### src/dpcc_pkg.sv
// Package of constants for the power-down and clock control block
`default_nettype none
package dpcc_pkg;
  // ----------------------------------------
  // Timing
  // ----------------------------------------
  localparam int CLK_PERIOD_NS = 25;
  localparam int TXP_NS = 8;
  localparam int TXP_CYC = (TXP_NS + CLK_PERIOD_NS - 1) / CLK_PERIOD_NS;
  localparam int CLK_VALID_CYC = 2;
  localparam logic [3:0] RESUME_CYC = 4'(CLK_VALID_CYC + TXP_CYC);
  localparam logic [3:0] CNT_ZERO = 4'h0;
  // ----------------------------------------
  // Command encodings on CA2..CA0
  // ----------------------------------------
  localparam logic [2:0] CA_NOP = 3'h7;
  localparam logic [2:0] CA_DPD = 3'h3;
  // ----------------------------------------
  // Power states
  // ----------------------------------------
  typedef enum logic [1:0] {
    DPCC_ACTIVE = 2'b00,
    DPCC_PD = 2'b01,
    DPCC_DPD = 2'b11,
    DPCC_WAKE = 2'b10
  } dpcc_state_e;
endpackage : dpcc_pkg
`default_nettype wire

### src/dpcc_cmd_decode.sv
// Command decoder for power-state and no-operation commands
`default_nettype none
module dpcc_cmd_decode (
  input wire logic cke_prev,
  input wire logic cke,
  input wire logic cs_n,
  input wire logic [2:0] ca,
  output logic nop,
  output logic dpd_entry,
  output logic pd_entry,
  output logic exit_cmd
);
  // ----------------------------------------
  // Decode
  // ----------------------------------------
  always_comb begin
    nop = (cke_prev == cke) &&
          (cs_n || (ca == dpcc_pkg::CA_NOP));
    dpd_entry = cke_prev && !cke && !cs_n &&
                (ca == dpcc_pkg::CA_DPD);
    pd_entry = cke_prev && !cke && cs_n;
    exit_cmd = !cke_prev && cke;
  end
endmodule : dpcc_cmd_decode
`default_nettype wire

### src/dpcc_top.sv
// Device-side power-down, deep power-down and clock stop control
`default_nettype none
module dpcc_top (
  input wire logic clk,
  input wire logic nrst,
  input wire logic cke,
  input wire logic cs_n,
  input wire logic [2:0] ca,
  input wire logic clk_restart,
  input wire logic op_busy,
  output logic in_buf_en_r,
  output logic out_buf_en_r,
  output logic core_pwr_en_r,
  output logic cmd_ready_r,
  output logic nop_seen_r,
  output logic need_init_r,
  output logic array_lost_r,
  output logic op_run_r,
  output logic [1:0] pstate_r
);
  // ----------------------------------------
  // Decode
  // ----------------------------------------
  logic cke_prev_r;
  logic nop;
  logic dpd_entry;
  logic pd_entry;
  logic exit_cmd;
  dpcc_pkg::dpcc_state_e state_r;
  dpcc_pkg::dpcc_state_e state_nxt;
  logic [3:0] wait_r;
  logic [3:0] wait_nxt;

  dpcc_cmd_decode u_dec (
    .cke_prev(cke_prev_r),
    .cke(cke),
    .cs_n(cs_n),
    .ca(ca),
    .nop(nop),
    .dpd_entry(dpd_entry),
    .pd_entry(pd_entry),
    .exit_cmd(exit_cmd)
  );

  // Previous CKE, follows the pin through reset
  always_ff @(posedge clk) begin
    cke_prev_r <= cke;
  end

  // ----------------------------------------
  // Power state
  // ----------------------------------------
  always_comb begin
    state_nxt = state_r;
    wait_nxt = wait_r;
    case (state_r)
      dpcc_pkg::DPCC_ACTIVE: begin
        if (dpd_entry) begin
          state_nxt = dpcc_pkg::DPCC_DPD;
        end else if (pd_entry) begin
          state_nxt = dpcc_pkg::DPCC_PD;
        end else if (clk_restart && cke) begin
          state_nxt = dpcc_pkg::DPCC_WAKE;
          wait_nxt = dpcc_pkg::RESUME_CYC;
        end
      end
      dpcc_pkg::DPCC_PD: begin
        if (exit_cmd) begin
          state_nxt = dpcc_pkg::DPCC_WAKE;
          wait_nxt = dpcc_pkg::RESUME_CYC;
        end
      end
      dpcc_pkg::DPCC_DPD: begin
        if (exit_cmd) begin
          state_nxt = dpcc_pkg::DPCC_WAKE;
          wait_nxt = dpcc_pkg::RESUME_CYC;
        end
      end
      dpcc_pkg::DPCC_WAKE: begin
        if (!cke) begin
          state_nxt = dpcc_pkg::DPCC_PD;
        end else if (wait_r == dpcc_pkg::CNT_ZERO) begin
          state_nxt = dpcc_pkg::DPCC_ACTIVE;
        end else begin
          wait_nxt = wait_r - 4'h1;
        end
      end
      default: begin
        state_nxt = dpcc_pkg::DPCC_ACTIVE;
      end
    endcase
  end

  always_ff @(posedge clk) begin
    if (!nrst) begin
      state_r <= dpcc_pkg::DPCC_ACTIVE;
      wait_r <= dpcc_pkg::CNT_ZERO;
    end else begin
      state_r <= state_nxt;
      wait_r <= wait_nxt;
    end
  end

  // ----------------------------------------
  // Buffers and power
  // ----------------------------------------
  always_ff @(posedge clk) begin
    if (!nrst) begin
      in_buf_en_r <= 1'b1;
      out_buf_en_r <= 1'b1;
      core_pwr_en_r <= 1'b1;
      cmd_ready_r <= 1'b1;
      pstate_r <= 2'h0;
    end else begin
      in_buf_en_r <= (state_nxt != dpcc_pkg::DPCC_DPD) &&
                     (state_nxt != dpcc_pkg::DPCC_PD);
      out_buf_en_r <= (state_nxt != dpcc_pkg::DPCC_DPD) &&
                      (state_nxt != dpcc_pkg::DPCC_PD);
      core_pwr_en_r <= (state_nxt != dpcc_pkg::DPCC_DPD);
      cmd_ready_r <= (state_nxt == dpcc_pkg::DPCC_ACTIVE);
      pstate_r <= state_nxt;
    end
  end

  // ----------------------------------------
  // Initialization and data loss
  // ----------------------------------------
  always_ff @(posedge clk) begin
    if (!nrst) begin
      need_init_r <= 1'b0;
      array_lost_r <= 1'b0;
    end else if (state_nxt == dpcc_pkg::DPCC_DPD) begin
      need_init_r <= 1'b1;
      array_lost_r <= 1'b1;
    end
  end

  // ----------------------------------------
  // NOP and running operations
  // ----------------------------------------
  always_ff @(posedge clk) begin
    if (!nrst) begin
      nop_seen_r <= 1'b0;
      op_run_r <= 1'b0;
    end else begin
      nop_seen_r <= nop;
      // A NOP leaves a burst running
      op_run_r <= op_busy && (state_nxt != dpcc_pkg::DPCC_DPD);
    end
  end

  // ----------------------------------------
  // Checks
  // ----------------------------------------
  AST_DPD_ENTRY: assert property (@(posedge clk) disable iff (!nrst)
    (state_r == dpcc_pkg::DPCC_ACTIVE) && dpd_entry |=>
    (state_r == dpcc_pkg::DPCC_DPD) && !core_pwr_en_r)
    else $error("deep power-down not entered");
  AST_DPD_BUFS: assert property (@(posedge clk) disable iff (!nrst)
    (state_r == dpcc_pkg::DPCC_DPD) |->
    !in_buf_en_r && !out_buf_en_r)
    else $error("buffers on in deep power-down");
  AST_DPD_STAY: assert property (@(posedge clk) disable iff (!nrst)
    (state_r == dpcc_pkg::DPCC_DPD) && !cke |=>
    (state_r == dpcc_pkg::DPCC_DPD) && !core_pwr_en_r)
    else $error("deep power-down left with CKE low");
  AST_LOST: assert property (@(posedge clk) disable iff (!nrst)
    (state_r == dpcc_pkg::DPCC_ACTIVE) && dpd_entry |=>
    array_lost_r && need_init_r)
    else $error("loss flags late on deep entry");
  AST_PD_ENTRY: assert property (@(posedge clk) disable iff (!nrst)
    (state_r == dpcc_pkg::DPCC_ACTIVE) && pd_entry |=>
    (state_r == dpcc_pkg::DPCC_PD) && core_pwr_en_r)
    else $error("power-down not entered");
  AST_PD_BUFS: assert property (@(posedge clk) disable iff (!nrst)
    (state_r == dpcc_pkg::DPCC_PD) |->
    !in_buf_en_r && !out_buf_en_r && core_pwr_en_r)
    else $error("buffer state wrong in power-down");
  AST_PD_STAY: assert property (@(posedge clk) disable iff (!nrst)
    (state_r == dpcc_pkg::DPCC_PD) && !cke |=>
    (state_r == dpcc_pkg::DPCC_PD))
    else $error("power-down left with CKE low");
  AST_PD_EXIT: assert property (@(posedge clk) disable iff (!nrst)
    (state_r == dpcc_pkg::DPCC_PD) && exit_cmd |=>
    (state_r == dpcc_pkg::DPCC_WAKE))
    else $error("power-down not exited");
  AST_RESUME: assert property (@(posedge clk) disable iff (!nrst)
    (state_r == dpcc_pkg::DPCC_PD) && exit_cmd ##1 cke [*4] |=>
    cmd_ready_r)
    else $error("not ready after resume time");
  AST_NO_EARLY: assert property (@(posedge clk) disable iff (!nrst)
    $rose(state_r == dpcc_pkg::DPCC_WAKE) |-> !cmd_ready_r [*4])
    else $error("ready too early");
  AST_RESTART: assert property (@(posedge clk) disable iff (!nrst)
    (state_r == dpcc_pkg::DPCC_ACTIVE) && clk_restart && cke |=>
    (state_r == dpcc_pkg::DPCC_WAKE) && !cmd_ready_r)
    else $error("clock restart not waited");
  AST_NOP_CKE: assert property (@(posedge clk) disable iff (!nrst)
    (cke != $past(cke)) |=> !nop_seen_r)
    else $error("NOP with CKE change");
  AST_NOP_CS: assert property (@(posedge clk) disable iff (!nrst)
    (cke == cke_prev_r) && cs_n |=> nop_seen_r)
    else $error("CS_n high NOP missed");
  AST_INIT: assert property (@(posedge clk) disable iff (!nrst)
    (state_r == dpcc_pkg::DPCC_DPD) |=> need_init_r && array_lost_r)
    else $error("reinit flag not set");
  AST_NOP_RUN: assert property (@(posedge clk) disable iff (!nrst)
    op_busy && nop && (state_r == dpcc_pkg::DPCC_ACTIVE) |=> op_run_r)
    else $error("NOP stopped operation");
endmodule : dpcc_top
`default_nettype wire

### config.mk
export PLATFORM = sky130hd
export DESIGN_NAME = dpcc_top
export DESIGN_NICKNAME = d
export VERILOG_FILES = /design/src/dpcc_pkg.sv /design/src/dpcc_cmd_decode.sv /design/src/dpcc_top.sv
export SDC_FILE = /design/constraint.sdc
export NUM_CORES = 1
export LEC_CHECK = 0
export BUFFER_PORTS_ARGS = -buffer_cell sky130_fd_sc_hd__clkbuf_2
export CAP_MARGIN = 5
export CORE_MARGIN = 5
export CORE_UTILIZATION = 43
export DETAILED_ROUTE_END_ITERATION = 8
export PLACE_DENSITY = 0.72
export SLEW_MARGIN = 20
export SYNTH_ARGS = -nofsm -noshare
export SYNTH_HDL_FRONTEND = slang
export SYNTH_SLANG_ARGS = --single-unit
### constraint.sdc
create_clock -name clk -period 1.4 [get_ports clk]
set_input_delay 0.21 -clock clk [delete_from_list [all_inputs] [get_ports clk]]
set_output_delay 0.21 -clock clk [all_outputs]
set_load 0.01 [all_outputs]
==> load_flow_metrics.sql <==
INSERT INTO impl_metrics (metric_group, metric, value, unit) VALUES
('timing', 'slew_violations', '0', ''),
('clocking', 'clock_pin_transition_on_the_worst_setup_and_hold_timing_paths', '0.09', 'ns'),
('yosys', 'synth_seq_area_share', '0.404', ''),
('layout', 'area.growth.synth_to_final', '43.5', '%'),
('clocking', 'numClockSinks', '13', ''),
('placed_design', 'detailed_place.area', '817', 'um2'),
('die', 'std_cell_rows', '14', ''),
('grt', 'global_route.usage.met2', '0.198', ''),
('yosys', 'yosys_warnings', '0', ''),
('yosys', 'syn_nets', '83', ''),
('setup_path', 'critPathLaunchType', 'flip-flop', ''),
('yosys', 'post_synth_main_area_contributors', 'dfxtp_1, ha_1, nand2_1, nand3b_4, and2_1', ''),
('detailed_routing', 'drt_pass1_iterations', '3', ''),
('min_path', 'min_from', 'op_busy', ''),
('die', 'initial_cell_density_of_the_core', '0.438', ''),
('yosys', 'yosys.area.top_type', 'dfxtp_1', ''),
('layout', 'final_util', '0.628', ''),
('die', 'die-height', '48.7', 'um'),
('clocking', 'cts_htree_levels', '1', ''),
('timing', 'finalSetupViolCount', '6', ''),
('run_status', 'run_status', 'complete, but fails checks', ''),
('yosys', 'netlist-cell-type-count', '32', ''),
('clocking', 'ctsLongestPathBuffers', '2', ''),
('setup_path', 'crit_path_end_kind', 'flip-flop', ''),
('timing', 'worst_slew_pin_slew', '0.305', 'ns'),
('setup_path', 'r2r_start', 'wait_r[1]$_SDFFE_PN0P_', ''),
('grt', 'grt_util_met1', '0.143', ''),
('timing', 'unrepaired_setup_endpoints_after_global_routing', 'yes', ''),
('layout', 'final_design_area_no_fill', '925', 'um2'),
('grt', 'first_global_vias', '506', ''),
('timing', 'clock-skew-final', '0.00858', 'ns'),
('min_path', 'worst_hold_endpoint', 'op_run_r$_SDFF_PN0_', ''),
('detailed_routing', 'wl_per_cell', '12.5', 'um'),
('yosys', 'ys_top_cells_by_count', 'dfxtp_1, nand2_1, inv_1', ''),
('power_and_ir_drop', 'power-per-cell-area', '987', 'nW/um2'),
('timing', 'final.period_utilization', '1.11', ''),
('layout', 'fin_nets', '114', ''),
('grt', 'initial_antenna_violation_count', '0', ''),
('yosys', 'ys_ff_latch', '13', ''),
('timing', 'setup-tns-final', '-0.438', 'ns'),
('detailed_routing', 'total_via_count_in_the_routed_design', '587', ''),
('grt', 'pin_count_of_the_biggest_net_entering_global_routing', '15', ''),
('yosys', 'post_synth_inst_count', '70', ''),
('setup_path', 'rr_worst_depth', '7', ''),
('detailed_routing', 'routed_wl', '1.45', 'mm'),
('power_and_ir_drop', 'finalPower', '0.912', 'mW'),
('yosys', 'number_of_flops_mapped_to_enable_cells_by_yosys', '0', ''),
('yosys', 'ys.flop_type', 'dfxtp_1', ''),
('placed_design', 'placement.io_buffers', '18', ''),
('timing', 'clock.fmax', '642', 'MHz'),
('setup_path', 'ff2ff_setup_slack', '-0.16', 'ns'),
('die', 'die_x', '48.7', 'um'),
('power_and_ir_drop', 'power.ir.vdd_worst', '603', 'uV'),
('timing', 'minimum_setup_slack_in_the_final_design', '-0.157', 'ns'),
('timing', 'maxSlewHeadroom', '0.797', ''),
('layout', 'multi_input_combinational_cell_area', '410', 'um2'),
('yosys', 'post_synthesis_cell_area', '644', 'um2'),
('grt', 'grt_pass1_wl', '2.32', 'mm'),
('layout', 'fillers', '128', ''),
('clocking', 'holdBufCountCts', '0', ''),
('clocking', 'cts_tree', 'done', ''),
('placed_design', 'half_perimeter_wire_length_after_detailed_placement', '1.03', 'mm'),
('die', 'design.die.area', '2370', 'um2'),
('setup_path', 'timing_worst_setup_path_type', 'reg -> reg', ''),
('min_path', 'min_path_cells', '3', ''),
('detailed_routing', 'avgViaCountPerCell', '5.06', ''),
('clocking', 'worst_skew_pair.late_latency', '0.27', 'ns'),
('run_status', 'violations_in_the_final_reports', 'negative setup slack', ''),
('placed_design', 'post-place-ws', '-0.146', 'ns'),
('clocking', 'cts-buffers-inserted', '3', ''),
('clocking', 'cts-root-buf', 'clkbuf_4', '');
power breakdown:
part	internal [mW]	total, mW	leakage [nW]	switching (mW)
clock	0.110	0.236	0.0150	0.125
sequential	0.399	0.420	0.108	0.0207
combinational	0.143	0.257	0.322	0.115
how the worst max path moves through the flow:
stage | startpoint | to | slack (ns) | cells past startpoint
5_1_grt | wait_r[1]$_SDFFE_PN0P_ | wait_r[2]$_SDFFE_PN0P_ | -0.23 | 6
3_5_place_dp | wait_r[1]$_SDFFE_PN0P_ | wait_r[2]$_SDFFE_PN0P_ | -0.15 | 6
2_1_floorplan | wait_r[0]$_SDFFE_PN0P_ | wait_r[2]$_SDFFE_PN0P_ | -0.09 | 6
6_report | wait_r[1]$_SDFFE_PN0P_ | wait_r[3]$_SDFFE_PN0P_ | -0.16 | 7
4_1_cts | wait_r[1]$_SDFFE_PN0P_ | wait_r[2]$_SDFFE_PN0P_ | -0.15 | 6
3_3_place_gp | wait_r[0]$_SDFFE_PN0P_ | wait_r[2]$_SDFFE_PN0P_ | -0.09 | 6
repair_timing:
item                                    4_1_cts  5_1_grt
pin swaps                                     4        7
hold endpoints to repair                      0        0
setup buffers                                 1        1
endpoints found under the setup margin        6       11
gates resized for setup                      10        5
cell families (layout without fill, tap and decap cells):
group,Yosys count,in the layout,synth area share
and+or+nand+nor,25,25,0.237
AOI/OAI and AO/OA,18,18,0.200
DFF,13,13,0.404
buffers and inverters,9,39,0.0660
adders and majority gates,4,4,0.0777
muxes,1,1,0.0155
worst max-delay path, stage by stage, from the launching register on:
cell	delay, ns
dfxtp_2	0.34
inv_2	0.05
ha_4	0.14
nor3b_4	0.14
buf_4	0.14
a21o_2	0.18
o21a_1	0.21
o221a_2	0.25
per-layer routing:
| metal | part of all wire | vias to the layer above |
|---|---|---|
| met2 | 0.49 | 12 |
| met1 | 0.45 | 268 |
| met5 | 0 | - |
| met3 | 0.048 | 2 |
| li1 | - | 305 |
| met4 | 0.019 | 0 |
cell type report:
| class | instances | share of cell area |
|---|---|---|
| Clock buffer | 4 | 0.0284 |
| Inverter | 5 | 0.0203 |
| Multi-Input combinational cell | 48 | 0.444 |
| Sequential cell | 13 | 0.287 |
| Tap cell | 16 | 0.0217 |
| Timing Repair Buffer | 30 | 0.199 |
sequential cells by signal, indices dropped and copies added (netlist names):
| register | count |
|---|---|
| array_lost_r | 1 |
| cke_prev_r | 1 |
| cmd_ready_r | 1 |
| core_pwr_en_r | 1 |
| nop_seen_r | 1 |
| op_run_r | 1 |
| out_buf_en_r | 1 |
| pstate_r | 2 |
| wait_r | 4 |
cell usage in the layout (no fill, tap or decap), types with 2 or more instances in the layout:
cell      synthesis  layout
nor2b_1           3       3
ha_1              4       2
o21ai_0           3       2
dfxtp_2           0       4
nand2_1           9       9
dfxtp_1          13       9
inv_2             0       2
buf_4             2      11
inv_1             5       3
a31oi_1           2       2
clkbuf_4          0       3
and2_1            3       2
ha_4              0       2
clkbuf_2          1      18
o211ai_1          2       2
per-stage QoR:
stage / std cells / hold WS [ns]
floorplan: 70 / 0.238
global placement: 110 / 0.416
detailed placement: 110 / 0.419
CTS: 115 / 0.152
global route: 116 / 0.145
finish: 116 / 0.149
Note: power is estimated with default switching activity, not from simulation.
